==> src/dssc_map.vh <==
`ifndef DSSC_MAP_VH
`define DSSC_MAP_VH
// Register addresses (8-bit register address byte after the device address)
`define DSSC_DEV_ADDR       7'h50
`define DSSC_REG_DIVMODE    8'h02
`define DSSC_REG_CFG        8'h03
`define DSSC_REG_OUTEN      8'h01
// Field positions, register 0x02
`define DSSC_DIV_A_LSB      0
`define DSSC_DIV_B_LSB      2
`define DSSC_MODE_A_LSB     4
`define DSSC_MODE_B_LSB     6
// Field positions, register 0x03
`define DSSC_CHOP_LSB       0
`define DSSC_SENSOR_BIT     2
`define DSSC_MON_PAIR_BIT   3
`define DSSC_MON_POS_BIT    4
// Field positions, output enable and counter clear bits
`define DSSC_OUTEN_BIT      7
`define DSSC_CLEAR_BIT      6
// Reset values
`define DSSC_RST_BYTE       8'h00
// Excitation modes
`define DSSC_MODE_MICRO     2'h0
`define DSSC_MODE_HALF      2'h1
`define DSSC_MODE_HALF_FT   2'h2
`define DSSC_MODE_FULL      2'h3
// Position counter: 1024 micro steps per electrical cycle (256 per quarter)
`define DSSC_POS_W          10
`define DSSC_POS_INIT       10'h000
`define DSSC_POS_MICRO_INC  10'h001
`define DSSC_POS_HALF_INC   10'h080
`define DSSC_POS_FULL_INC   10'h100
`define DSSC_POS_FULL_INIT  10'h380
`define DSSC_POS_HALF_MASK  10'h07f
// Bit counter values
`define DSSC_BIT_LAST       4'h7
`define DSSC_BIT_ACK        4'h8
`endif

==> src/dssc_seq_pair.v <==
`timescale 1ns/100ps
`include "dssc_map.vh"
// One pair: step prescaler and excitation position counter
module dssc_seq_pair
(
  clk_sys,
  rst,
  step_rise,
  activate,
  div_sel,
  mode_sel,
  counter_clear,
  position,
  step_taken
);
  input                         clk_sys;
  input                         rst;
  input                         step_rise;
  input                         activate;
  input      [1:0]              div_sel;
  input      [1:0]              mode_sel;
  input                         counter_clear;
  output reg [`DSSC_POS_W-1:0]  position;
  output reg                    step_taken;

  reg [2:0]             div_cnt_r;
  reg [2:0]             div_mask;
  reg [`DSSC_POS_W-1:0] init_pos;
  reg [`DSSC_POS_W-1:0] pos_nxt;

  // Prescale mask for 1, 1/2, 1/4, 1/8
  always @*
  begin
    case (div_sel)
      2'h0:    div_mask = 3'h0;
      2'h1:    div_mask = 3'h1;
      2'h2:    div_mask = 3'h3;
      default: div_mask = 3'h7;
    endcase
  end

  // Initial position per mode
  always @*
  begin
    if (mode_sel == `DSSC_MODE_FULL)
      init_pos = `DSSC_POS_FULL_INIT;  // see RULE5
    else
      init_pos = `DSSC_POS_INIT;       // see RULE5
  end

  // Next position, stepping in the mode latched at this pulse
  always @*
  begin
    case (mode_sel)  // see RULE14
      `DSSC_MODE_MICRO:
        pos_nxt = position + `DSSC_POS_MICRO_INC;  // see RULE7
      `DSSC_MODE_HALF, `DSSC_MODE_HALF_FT:
        pos_nxt = (position & ~`DSSC_POS_HALF_MASK) + `DSSC_POS_HALF_INC;
      default:
        pos_nxt = (position & ~`DSSC_POS_HALF_MASK)
                  + ((position[7] == 1'b1) ? `DSSC_POS_FULL_INC : `DSSC_POS_HALF_INC);
    endcase
  end

  // Sequencer: prescale, advance, clear
  always @(posedge clk_sys or posedge rst)
  begin
    if (rst)
    begin
      div_cnt_r  <= 3'h0;
      position   <= `DSSC_POS_INIT;
      step_taken <= 1'b0;
    end
    else
    begin
      step_taken <= 1'b0;
      if (!activate || counter_clear)
      begin
        div_cnt_r <= 3'h0;
        position  <= init_pos;           // see RULE15
      end
      else if (step_rise)                // see RULE4
      begin
        if ((div_cnt_r & div_mask) == div_mask)  // see RULE8
        begin
          div_cnt_r  <= 3'h0;
          position   <= pos_nxt;         // see RULE16
          step_taken <= 1'b1;
        end
        else
          div_cnt_r <= div_cnt_r + 3'h1;
      end
    end
  end
endmodule // dssc_seq_pair

==> src/dssc_top.v <==
// Operation
// RULE1: Bridge on only when activated and enabled
// RULE2: Settings accepted while activate pin low
// RULE3: Supply loss resets settings, output off
// RULE4: Step rising edge advances; else held
// RULE5: Initial position per mode at reset
// RULE6: Two-bit mode code per pair
// RULE7: Micro-step gives 256 steps per quarter
// RULE8: Step prescale by 1, 2, 4, 8
// RULE9: Chopping frequency from second register
// RULE10: Sensor drive bit D2 of second register
// RULE11: Monitor low at selected pair position
// RULE12: Non-micro modes monitor initial position only
// RULE13: Monitor low from reaching edge to next
// RULE14: Mode change latched, used next step
// RULE15: Activate low: outputs off, position initial
// RULE16: Sequencer advances while output disabled
`timescale 1ns/100ps
`include "dssc_map.vh"
module dssc_top
(
  clk_sys,
  rst,
  chip_activate_input,
  step_pulse_pair_a,
  step_pulse_pair_b,
  scl_in,
  sda_in,
  sda_out,
  sda_oe_n,
  bridge_on,
  position_a,
  position_b,
  chop_sel,
  sensor_drive_on,
  position_monitor_out
);
  input                         clk_sys;
  input                         rst;
  input                         chip_activate_input;
  input                         step_pulse_pair_a;
  input                         step_pulse_pair_b;
  input                         scl_in;
  input                         sda_in;
  output reg                    sda_out;
  output reg                    sda_oe_n;
  output reg                    bridge_on;
  output reg [`DSSC_POS_W-1:0]  position_a;
  output reg [`DSSC_POS_W-1:0]  position_b;
  output reg [1:0]              chop_sel;
  output reg                    sensor_drive_on;
  output reg                    position_monitor_out;

  // Bus state machine
  localparam ST_IDLE = 2'h0;
  localparam ST_DEV  = 2'h1;
  localparam ST_REG  = 2'h2;
  localparam ST_DATA = 2'h3;

  reg [2:0]  ena_s_r;
  reg [2:0]  stpa_s_r;
  reg [2:0]  stpb_s_r;
  reg [2:0]  scl_s_r;
  reg [2:0]  sda_s_r;
  reg        ena_r;
  reg        stpa_r;
  reg        stpb_r;
  reg        scl_r;
  reg        sda_r;
  reg [1:0]  st_r;
  reg [3:0]  bit_r;
  reg [7:0]  shift_r;
  reg [7:0]  regaddr_r;
  reg        ack_r;
  reg        drop_r;
  reg [7:0]  divmode_r;
  reg [7:0]  cfg_r;
  reg        outen_r;
  reg        clear_r;
  reg        clear_dly_r;
  reg        mon_low_r;

  wire                   scl_rise;
  wire                   scl_fall;
  wire                   start_cond;
  wire                   stop_cond;
  wire                   stpa_rise;
  wire                   stpb_rise;
  wire [7:0]             byte_in;
  wire [`DSSC_POS_W-1:0] pos_a;
  wire [`DSSC_POS_W-1:0] pos_b;
  wire                   taken_a;
  wire                   taken_b;
  wire                   mon_pair;
  wire [1:0]             mon_mode;
  wire [`DSSC_POS_W-1:0] mon_pos;
  wire                   mon_taken;
  wire                   mon_hit;

  // Three-stage synchronisers on pins
  always @(posedge clk_sys or posedge rst)
  begin
    if (rst)
    begin
      ena_s_r  <= 3'h0;
      stpa_s_r <= 3'h0;
      stpb_s_r <= 3'h0;
      scl_s_r  <= 3'h7;
      sda_s_r  <= 3'h7;
    end
    else
    begin
      ena_s_r  <= {ena_s_r[1:0], chip_activate_input};
      stpa_s_r <= {stpa_s_r[1:0], step_pulse_pair_a};
      stpb_s_r <= {stpb_s_r[1:0], step_pulse_pair_b};
      scl_s_r  <= {scl_s_r[1:0], scl_in};
      sda_s_r  <= {sda_s_r[1:0], sda_in};
    end
  end

  // Filtered levels change when stages two and three agree
  always @(posedge clk_sys or posedge rst)
  begin
    if (rst)
    begin
      ena_r  <= 1'b0;
      stpa_r <= 1'b0;
      stpb_r <= 1'b0;
      scl_r  <= 1'b1;
      sda_r  <= 1'b1;
    end
    else
    begin
      if (ena_s_r[1] == ena_s_r[2])
        ena_r <= ena_s_r[2];
      if (stpa_s_r[1] == stpa_s_r[2])
        stpa_r <= stpa_s_r[2];
      if (stpb_s_r[1] == stpb_s_r[2])
        stpb_r <= stpb_s_r[2];
      if (scl_s_r[1] == scl_s_r[2])
        scl_r <= scl_s_r[2];
      if (sda_s_r[1] == sda_s_r[2])
        sda_r <= sda_s_r[2];
    end
  end

  // Edge and bus condition decode
  assign scl_rise   = (scl_s_r[1] == scl_s_r[2]) && scl_s_r[2] && !scl_r;
  assign scl_fall   = (scl_s_r[1] == scl_s_r[2]) && !scl_s_r[2] && scl_r;
  assign start_cond = scl_r && (sda_s_r[1] == sda_s_r[2]) && !sda_s_r[2] && sda_r;
  assign stop_cond  = scl_r && (sda_s_r[1] == sda_s_r[2]) && sda_s_r[2] && !sda_r;
  assign stpa_rise  = (stpa_s_r[1] == stpa_s_r[2]) && stpa_s_r[2] && !stpa_r;
  assign stpb_rise  = (stpb_s_r[1] == stpb_s_r[2]) && stpb_s_r[2] && !stpb_r;
  assign byte_in    = {shift_r[6:0], sda_r};

  // Write-only serial slave; settings taken at 8th clock rise
  always @(posedge clk_sys or posedge rst)
  begin
    if (rst)
    begin
      st_r      <= ST_IDLE;
      bit_r     <= 4'h0;
      shift_r   <= `DSSC_RST_BYTE;
      regaddr_r <= `DSSC_RST_BYTE;
      ack_r     <= 1'b0;
      drop_r    <= 1'b0;
      divmode_r <= `DSSC_RST_BYTE;  // see RULE3
      cfg_r     <= `DSSC_RST_BYTE;  // see RULE3
      outen_r   <= 1'b0;            // see RULE3
      clear_r   <= 1'b0;
    end
    else
    begin
      clear_r <= 1'b0;
      if (start_cond)
      begin
        st_r   <= ST_DEV;
        bit_r  <= 4'h0;
        ack_r  <= 1'b0;
        drop_r <= 1'b0;
      end
      else if (stop_cond)
      begin
        st_r  <= ST_IDLE;
        ack_r <= 1'b0;
      end
      else if (st_r != ST_IDLE && scl_rise && bit_r <= `DSSC_BIT_LAST)
      begin
        shift_r <= byte_in;
        if (bit_r == `DSSC_BIT_LAST)
        begin
          // Settings land here regardless of activate pin, see RULE2
          if (st_r == ST_DEV)
            drop_r <= (byte_in[7:1] != `DSSC_DEV_ADDR) || byte_in[0];
          else if (st_r == ST_REG)
            regaddr_r <= byte_in;
          else if (!drop_r)
          begin
            if (regaddr_r == `DSSC_REG_DIVMODE)
              divmode_r <= byte_in;             // see RULE6
            else if (regaddr_r == `DSSC_REG_CFG)
              cfg_r <= byte_in;                 // see RULE9
            else if (regaddr_r == `DSSC_REG_OUTEN)
            begin
              outen_r <= byte_in[`DSSC_OUTEN_BIT];  // see RULE16
              clear_r <= byte_in[`DSSC_CLEAR_BIT];  // see RULE5
            end
          end
        end
        bit_r <= bit_r + 4'h1;
      end
      else if (st_r != ST_IDLE && scl_fall)
      begin
        if (bit_r == `DSSC_BIT_ACK && !ack_r)
          ack_r <= !drop_r;
        else if (bit_r == `DSSC_BIT_ACK)
        begin
          ack_r <= 1'b0;
          bit_r <= 4'h0;
          if (st_r == ST_DEV)
            st_r <= drop_r ? ST_IDLE : ST_REG;
          else if (st_r == ST_REG)
            st_r <= ST_DATA;
        end
      end
    end
  end

  dssc_seq_pair u_pair_a
  (
    .clk_sys       (clk_sys),
    .rst           (rst),
    .step_rise     (stpa_rise),
    .activate      (ena_r),
    .div_sel       (divmode_r[`DSSC_DIV_A_LSB+1:`DSSC_DIV_A_LSB]),    // see RULE8
    .mode_sel      (divmode_r[`DSSC_MODE_A_LSB+1:`DSSC_MODE_A_LSB]),  // see RULE6
    .counter_clear (clear_r),
    .position      (pos_a),
    .step_taken    (taken_a)
  );

  dssc_seq_pair u_pair_b
  (
    .clk_sys       (clk_sys),
    .rst           (rst),
    .step_rise     (stpb_rise),
    .activate      (ena_r),
    .div_sel       (divmode_r[`DSSC_DIV_B_LSB+1:`DSSC_DIV_B_LSB]),
    .mode_sel      (divmode_r[`DSSC_MODE_B_LSB+1:`DSSC_MODE_B_LSB]),
    .counter_clear (clear_r),
    .position      (pos_b),
    .step_taken    (taken_b)
  );

  // Monitor selection
  assign mon_pair  = cfg_r[`DSSC_MON_PAIR_BIT];
  assign mon_mode  = mon_pair ? divmode_r[`DSSC_MODE_B_LSB+1:`DSSC_MODE_B_LSB]
                              : divmode_r[`DSSC_MODE_A_LSB+1:`DSSC_MODE_A_LSB];
  assign mon_pos   = mon_pair ? pos_b : pos_a;
  assign mon_taken = mon_pair ? taken_b : taken_a;
  assign mon_hit   = (cfg_r[`DSSC_MON_POS_BIT] && mon_mode == `DSSC_MODE_MICRO)
                     ? ((mon_pos & `DSSC_POS_HALF_MASK) == `DSSC_POS_INIT)  // see RULE11
                     : (mon_pos == `DSSC_POS_INIT
                        || (mon_mode == `DSSC_MODE_FULL
                            && mon_pos == `DSSC_POS_FULL_INIT));            // see RULE12

  // Monitor low held from reaching edge to next step edge
  // Counter clear looked at one cycle late, once positions are initial
  always @(posedge clk_sys or posedge rst)
  begin
    if (rst)
    begin
      clear_dly_r <= 1'b0;
      mon_low_r   <= 1'b1;
    end
    else
    begin
      clear_dly_r <= clear_r;
      if (mon_taken || !ena_r || clear_dly_r)
        mon_low_r <= mon_hit;  // see RULE13
    end
  end

  // Registered outputs
  always @(posedge clk_sys or posedge rst)
  begin
    if (rst)
    begin
      bridge_on            <= 1'b0;
      position_a           <= `DSSC_POS_INIT;
      position_b           <= `DSSC_POS_INIT;
      chop_sel             <= 2'h0;
      sensor_drive_on      <= 1'b0;
      position_monitor_out <= 1'b1;
      sda_out              <= 1'b1;
      sda_oe_n             <= 1'b1;
    end
    else
    begin
      bridge_on            <= ena_r && outen_r;                        // see RULE1
      position_a           <= pos_a;
      position_b           <= pos_b;
      chop_sel             <= cfg_r[`DSSC_CHOP_LSB+1:`DSSC_CHOP_LSB];  // see RULE9
      sensor_drive_on      <= cfg_r[`DSSC_SENSOR_BIT];                 // see RULE10
      position_monitor_out <= !mon_low_r;                              // see RULE11
      sda_out              <= 1'b0;
      sda_oe_n             <= !ack_r;
    end
  end
endmodule // dssc_top

==> config.mk <==
export PLATFORM = sky130hd
export DESIGN_NAME = dssc_top
export DESIGN_NICKNAME = d
export VERILOG_FILES = /design/src/dssc_seq_pair.v /design/src/dssc_top.v
export VERILOG_INCLUDE_DIRS = /design/src /design/src/src
export SDC_FILE = /design/constraint.sdc
export NUM_CORES = 1
export LEC_CHECK = 0
export BUFFER_PORTS_ARGS = -buffer_cell sky130_fd_sc_hd__buf_2
export CORE_ASPECT_RATIO = 0.7
export CORE_UTILIZATION = 45
export DETAILED_ROUTE_END_ITERATION = 6
export GPL_TIMING_DRIVEN = 0
export PLACE_DENSITY_LB_ADDON = 0.3
export SYNTH_ARGS = -nofsm -noshare
export SYNTH_HDL_FRONTEND = slang
export SYNTH_HIERARCHICAL = 1
export SYNTH_SLANG_ARGS = --single-unit
==> constraint.sdc <==
create_clock -name clk_sys -period 3.85 [get_ports clk_sys]
set_clock_uncertainty 0.05 [all_clocks]
set_input_delay 0.9625 -clock clk_sys [delete_from_list [all_inputs] [get_ports clk_sys]]
set_output_delay 0.9625 -clock clk_sys [all_outputs]
set_load 0.01 [all_outputs]
======== Yosys cells after proc, flatten, opt, wreduce, memory -nomap -nowiden ========
Cells that the tools add are included.
storage, ports and cells
  register bits ........................... 115
  input port bits ......................... 7
  logic and storage cells ................. 221
cells by class
  add/subtract/negate cells ............... 9
  order comparisons ....................... 1
  equal/unequal tests ..................... 31
  mux-type cells .......................... 66
  bitwise logic cells ..................... 9
  reduce and logical (&&, ||, !) cells .... 69
operator list
  cell                     number
  $mux W10                 9
  $pmux W10 S2             2
  $mux W1                  29
  $mux W4                  6
  $add A10 B1 Y10 const B  2
  $add A10 B10 Y10         2
  $add A10 B8 Y10 const B  2
  $logic_and A1 B1 Y1      20
  $logic_not A10 Y1        2
  $mux W2                  10
  $mux W3                  6
  $mux W9                  2
  $pmux W3 S3              2
  $eq A2 B2 Y1 const B     8
  $eq A8 B2 Y1 const B     2
  $reduce_bool A2 Y1       8
  $reduce_bool A3 Y1       4
  $eq A10 B10 Y1 const B   1
  $eq A2 B1 Y1 const B     5
  $logic_not A1 Y1         10
  $logic_not A2 Y1         5
  $reduce_and A10 Y1       1
  $ne A3 B3 Y1 const B     3
  $reduce_and A9 Y1        1
  other kinds (21)         43

======== Longest topological paths before layout ========
Gate-level depths: netlist (run 1).
  depth in word-level cells ............... 11
  mapped depth ............................ 7
  mapped depth without buffers ............ 6

======== Modules after synthesis ========
Netlist (run 1), hierarchy kept.
modules (own cells, without submodules)
  module                     times used  cells each  area an instance (um^2)  sequential area each (um^2)
  dssc_top                   1           236         3319.4                   2192.1
  dssc_seq_pair at u_pair_a  1           97          937.1                    350.3
  dssc_seq_pair at u_pair_b  1           98          925.9                    350.3

======== Least setup slack after synthesis (run 1) ========
OpenSTA, ideal clock, no wires.
  kind .................................... register to register
  start point ............................. register st_r[0]
  end point ............................... register outen_r
  setup time .............................. 0.125 ns
  arrival time ............................ 1.900 ns
  data required time ...................... 3.675 ns
  slack ................................... 1.776 ns
  stages on the path, launching flop included .. 6
  buffers on the path ..................... 0
  path through ............................ dfrtp_1 inv_1 ha_1 or4b_2 nor4_1 mux2_2
between the ends
  longest elaborated chain between the ends .. 4
  elaborated cells between the ends (all ways) .. 8
ends and longest elaborated chain
  element                         line            RTL
  from (decl)                     dssc_top.v:70   reg [1:0] st_r;
  from (signal assigned)          dssc_top.v:221  st_r <= drop_r ? ST_IDLE : ST_REG;
  $reduce_bool A2 Y1              dssc_top.v:187  else if (st_r != ST_IDLE && scl_rise && bit_r <= `DSSC_BIT_LAST)
  $logic_and A1 B1 Y1             dssc_top.v:187
  $logic_and A1 B1 Y1 (no line)   -
  $reduce_and A10 Y1 (no line) *  -
  to (signal assigned)            dssc_top.v:205  outen_r <= byte_in[`DSSC_OUTEN_BIT];
  to (decl)                       dssc_top.v:78   reg outen_r;
Mark *: on every way between the ends. The rest lies on a longest branch, timed or not.
A chain may end at the register's enable or synchronous reset.

======== Final worst setup path (run 1) ========
  start point ............................. register st_r[0]
  end point ............................... register regaddr_r[3]
between the ends
  longest elaborated chain between the ends .. 4
  elaborated cells between the ends (all ways) .. 7
ends and longest elaborated chain
  element                        line            RTL
  $reduce_bool A2 Y1             dssc_top.v:187
  $logic_and A1 B1 Y1            dssc_top.v:187
  $logic_and A1 B1 Y1 (no line)  -
  $reduce_and A6 Y1 (no line) *  -
  to (signal assigned)           dssc_top.v:164  regaddr_r <= `DSSC_RST_BYTE;
  to (signal assigned)           dssc_top.v:196  regaddr_r <= byte_in;
  to (decl)                      dssc_top.v:73   reg [7:0] regaddr_r;
Marked as above.

==> impl_metrics.yaml, run 1 <==
routing:
  antenna_left: 0
  drc: 0
  firstDrtPassIters: 5
  wire_per_inst_um: 15.1
  via_count: 3533
  drt-total-wl_um: 9800
  avgViaCountPerCell: 5.44
  drtIter0Drc: 285
sta:
  fmax_mhz: 427
  worstMarginPinSlew_ps: 584
  relSlewSlack: 0.607
  final_hold_viol_count: 0
  finalMaxSlewViolations: 0
  fin_crit_sh: 0.609
  rsz0062_at_grt: "false"
  finalSetupViolations: 0
  fin_crit_ps: 2340
worst_hold_path:
  min_path_cells: 0
  hold_start: "ena_s_r[0]"
  worstHoldPathType: "flip-flop to flip-flop"
clocking:
  numCtsBuffers: 17
  cts_resized: 0
  cts_setup_buffers: 0
  cts_tree: "yes"
  cts-hold-fix-buffers: 0
  clock-sinks: 115
  h-tree-depth: 4
  cts.clk_slew.worst_paths_ps: 50
  cts.path.max_buffers: 2
  clock-root-buffer: "clkbuf_16"
  worstSkewPairLatency_ps: 410
setup_path:
  critPathTopFamily: "simple AND/OR/NAND/NOR gates"
  startpoint: "st_r[0]"
  cp_cell_sequence: "inv_1 > ha_1 > nor4b_4 > nand3_1 > nor3b_4 > mux2_2"
  ff2ff_path_depth: 6
  max_stage_delay_ps: 480
  crit_buf_inv: 1
  cp-end-kind: "flip-flop"
  crit_fanout: 8
  cpMaxStageDelayCell: "nor3b_4"
  rr_startpoint: "st_r[0]"
  critPathRequiredTime_ps: 4080
  cp-start-kind: "flip-flop"
  worstSetupPathType: "flip-flop to flip-flop"
  critPathArrivalTime_ps: 2580
  cp_num_cells: 6
pwr:
  combPwrFrac: 0.100
  p_sw_mw: 0.841
  intPower_mw: 2.58
  clkPwrFrac: 0.479
  pwr-share-seq: 0.422
  p_per_area_nw_per_um2: 552
  irDropWorstVdd_uv: 302
  p_sw_frac: 0.246
  cellLeakagePower_nw: 2.92
logic_synthesis:
  syn-num-nets: 459
  synth_top_family_by_area: "simple AND/OR/NAND/NOR gates"
  synthesis.instances: 431
  postSynthAreaPerCell_um2: 12.0
  seq_area_frac_synth: 0.558
  synth_commonest_cells: "dfrtp_1 (103), nand2_1 (48), ha_1 (21), inv_1 (21), mux2_2 (20)"
  yosys.area_share.adder: 0.0526
  synth-compound-area-share: 0.104
  netlist.area_leader.share: 0.497
  synthXorXnorAreaFrac: 0.0101
  muxShareOfSynthArea: 0.0744
  synthArstFlopShare: 1.00
  ys_warn_count: 6
  synth_flop_cell: "dfrtp_1"
  synthMostInstantiatedCell: "dfrtp_1"
  synth_simple_gate_area_frac: 0.174
  yosys_register_bits: 115
  synth_area_leader_cell: "dfrtp_1"
  synth_edf_count: 0
  syn-cell-area_um2: 5180
  yosys-top-cells-area: "dfrtp_1 (50%), dfstp_2 (6.1%), ha_1 (5.1%)"
  synth_cell_types: 78
cells_and_area:
  antenna_cells: 0
  multi_input_area_um2: 2160
  stdcell_area_um2: 6190
  seq_area_um2: 2890
  nFillCells: 952
  drive_above_1_share: 0.276
  fin_cells: 650
  post-route-util: 0.556
  nets: 512
  syn_to_final_growth_pct: 19.4
die:
  die_h_um: 91.8
  dieWidth_um: 130
  start_util: 0.466
  num_rows: 32
  die_area_um2: 12000
  fp.coreArea_um2: 11100
  pin_count: 34
grt:
  grt_remaining_overflow: 0
  antenna_found_initial: 0
  grt_pass1_wl_um: 17200
  track_usage: 0.188
  grt_max_degree: 63
  grt_pass1_vias: 3504
placed_design:
  dp_hpwl_um: 6570
  port_buffers: 33
  dpl_cell_area_um2: 5570
  globalplace.congestion: 0.836
  post-place-cells: 618
outcome:
  status: "finished clean"
run:
  maxCapViolCount: 0
[worst paths after layout]
| kind | end | slack (ps) |
|---|---|---|
| max in group asynchronous | sda_out | 2590 |
| min in group asynchronous | position_b[4] | 500 |
| min | ena_s_r[1] | 290 |
| max | regaddr_r[3] | 1510 |
| min reg2reg | ena_s_r[1] | 290 |
| max reg2reg | regaddr_r[3] | 1510 |
[metal layers]
| layer | routed length [um] | vias to the layer above | GRT usage |
|---|---|---|---|
| met1 | 4770 | 1761 | 0.266 |
| met2 | 4520 | 92 | 0.271 |
| met3 | 401 | 14 | 0.0589 |
| met5 | 0 | - | 0 |
| met4 | 109 | 0 | 0.0620 |
| li1 | - | 1666 | - |
[cell type report]
cell class	instances	share of cell area
tap	153	0.0309
multi-input combinational	285	0.348
buffer	10	0.00889
sequential	115	0.467
inverter	21	0.0131
clock inverter	10	0.0253
clock buffer	22	0.0750
timing repair buffer	34	0.0311
[registers in the layout (all words and copies together) (netlist names), 3 cells and up]
name                cells
sda_s_r                 3
u_pair_a/div_cnt_r      3
position_b             10
divmode_r               8
position_a             10
stpa_s_r                3
scl_s_r                 3
bit_r                   4
regaddr_r               8
stpb_s_r                3
ena_s_r                 3
u_pair_a/position      10
u_pair_b/div_cnt_r      3
shift_r                 7
u_pair_b/position      10
cfg_r                   5
[cell families after synthesis]
family          after synthesis
other cells                   1
compound gates               71
flops                       115
simple gates                153
fa+ha+maj                    22
buf+inv                      31
mux                          32
xor+xnor                      6
[stage by stage]
stage / TNS [ps] / setup WS, ps / hold WS, ps / power [mW]
after global placement: -30300 / -411 / 282 / 1.77
after detailed placement: 0 / 1560 / 285 / 1.80
after CTS: 0 / 1520 / 296 / 3.44
final: 0 / 1510 / 294 / 3.42
after global routing: 0 / 1390 / 299 / 3.56
after floorplan: 0 / 607 / 281 / 1.68
[placed cells by master, fill, tap and decap left out, drive strengths merged, types with 6 or more instances in the layout]
master  count
buf        39
ha         21
o21ai      13
a22o        7
and3        6
a21oi      20
nor3        6
dfstp      12
nand2b      6
nand3      13
mux2       28
inv        21
clkbuf     27
nor4       12
nand2      50
nor2       20
or3         6
dfrtp     103
[power groups by stage]
stage	registers [mW]	clock network [mW]	logic (mW)
CTS	1.44	1.66	0.343
detailed placement	1.46	0	0.339
floorplan	1.42	0	0.254
global route	1.46	1.72	0.386
global placement	1.45	0	0.320
finish	1.44	1.64	0.342
(Power assumes the default switching activity.)
==> run 2: changes to the inputs <==
==> constraint.sdc (replaced) <==
create_clock -name clk_sys -period 2.4 [get_ports clk_sys]
set_clock_uncertainty 0.05 [all_clocks]
set_input_delay 0.6 -clock clk_sys [delete_from_list [all_inputs] [get_ports clk_sys]]
set_output_delay 0.6 -clock clk_sys [all_outputs]
set_load 0.01 [all_outputs]
==> impl_metrics.yaml, run 2 (same netlist as run 1, synthesis figures left out) <==
outcome:
  status: "finished clean"
sta:
  final_hold_viol_count: 0
  setup_ws_ps: 77.3
  fin_crit_ps: 2320
  finalMaxSlewViolations: 0
  relSlewSlack: 0.532
  rsz0062_at_grt: "false"
  finalSetupViolations: 0
  whs_ps: 209
  worstMarginPinSlew_ps: 698
  setup_tns_ps: 0
  fin_crit_sh: 0.968
  fmax_mhz: 431
placed_design:
  post-place-ws_ps: 115
  globalplace.congestion: 0.810
  dpl_cell_area_um2: 5580
  dp_hpwl_um: 6660
  post-place-cells: 619
  port_buffers: 33
die:
  dieWidth_um: 130
  num_rows: 32
  pin_count: 34
  die_h_um: 91.8
  die_area_um2: 12000
  start_util: 0.466
  fp.coreArea_um2: 11100
routing:
  drtIter0Drc: 324
  drt-total-wl_um: 9980
  drc: 0
  via_count: 3435
  wire_per_inst_um: 15.3
  antenna_left: 0
  avgViaCountPerCell: 5.27
  firstDrtPassIters: 4
grt:
  grt_max_degree: 39
  grt_remaining_overflow: 0
  track_usage: 0.185
  grt_pass1_vias: 3357
  antenna_found_initial: 0
  grt_pass1_wl_um: 16700
clocking:
  cts-hold-fix-buffers: 0
  clock-sinks: 115
  h-tree-depth: 4
  numCtsBuffers: 17
  cts.path.max_buffers: 2
  cts_setup_buffers: 0
  cts.clk_slew.worst_paths_ps: 50
  clock-root-buffer: "clkbuf_16"
  worstSkewPairLatency_ps: 410
  cts_resized: 0
  cts_tree: "yes"
pwr:
  clkPwrFrac: 0.482
  irDropWorstVdd_uv: 499
  p_per_area_nw_per_um2: 886
  total_power_mw: 5.52
  p_sw_frac: 0.245
  combPwrFrac: 0.100
  cellLeakagePower_nw: 2.93
  intPower_mw: 4.17
  pwr-share-seq: 0.417
  p_sw_mw: 1.36
cells_and_area:
  nets: 514
  stdcell_area_um2: 6230
  fin_cells: 652
  antenna_cells: 0
  drive_above_1_share: 0.279
  post-route-util: 0.560
  syn_to_final_growth_pct: 20.3
  final_common_cell: "dfrtp_1"
  layout_common_cells: "dfrtp_1 (103), nand2_1 (48), buf_2 (36)"
setup_path:
  cp-end-kind: "flip-flop"
  cpMaxStageDelayCell: "dfstp_2"
  crit_buf_inv: 1
  worstSetupPathType: "flip-flop to flip-flop"
  cp_cell_sequence: "clkbuf_2 > or3b_2 > a21boi_0 > a31o_2 > mux2_2"
  cp-start-kind: "flip-flop"
  crit_fanout: 10
  critPathArrivalTime_ps: 2560
  max_stage_delay_ps: 510
  critPathRequiredTime_ps: 2640
  critPathTopFamily: "compound AO/OA/AOI/OAI gates"
worst_hold_path:
  worstHoldPathType: "primary input to asynchronous set/reset pin"
run:
  maxCapViolCount: 0
==> run 2: final timing paths <==
check,start,to,slack [ps],depth (start not counted)
setup / recovery,sda_r,st_r[1],80,5
hold / removal,rst,position_b[1],210,2
setup reg to reg,sda_r,st_r[1],80,5
hold reg to reg,stpa_s_r[0],stpa_s_r[1],300,0
max in group asynchronous,rst,sda_out,1240,4
min in group clk_sys,scl_in,scl_s_r[0],240,1
==> run 2: cell type report <==
type                    instances  area [um2]
fillers                       958        4900
flip-flops and latches        115        2890
multi-input cells             285        2160
clock buffers                  23         478
repair buffers                 36         225
well taps                     153         191
clock inverters                 9         151
inverters                      21        82.6
plain buffers                  10        55.1
==> run 2: power groups by stage <==
stage	clock (mW)	combinational, mW	sequential (mW)
after floorplan	0	0.408	2.28
after CTS	2.71	0.556	2.30
after global placement	0	0.515	2.33
after global routing	2.81	0.629	2.33
final	2.67	0.554	2.30
after detailed placement	0	0.547	2.34
==> run 2: layer usage <==
layer | global-route usage | wire length, um
met2 | 0.270 | 4610
met1 | 0.257 | 4880
met4 | 0.0727 | 61
met3 | 0.0578 | 430
met5 | 0 | 0
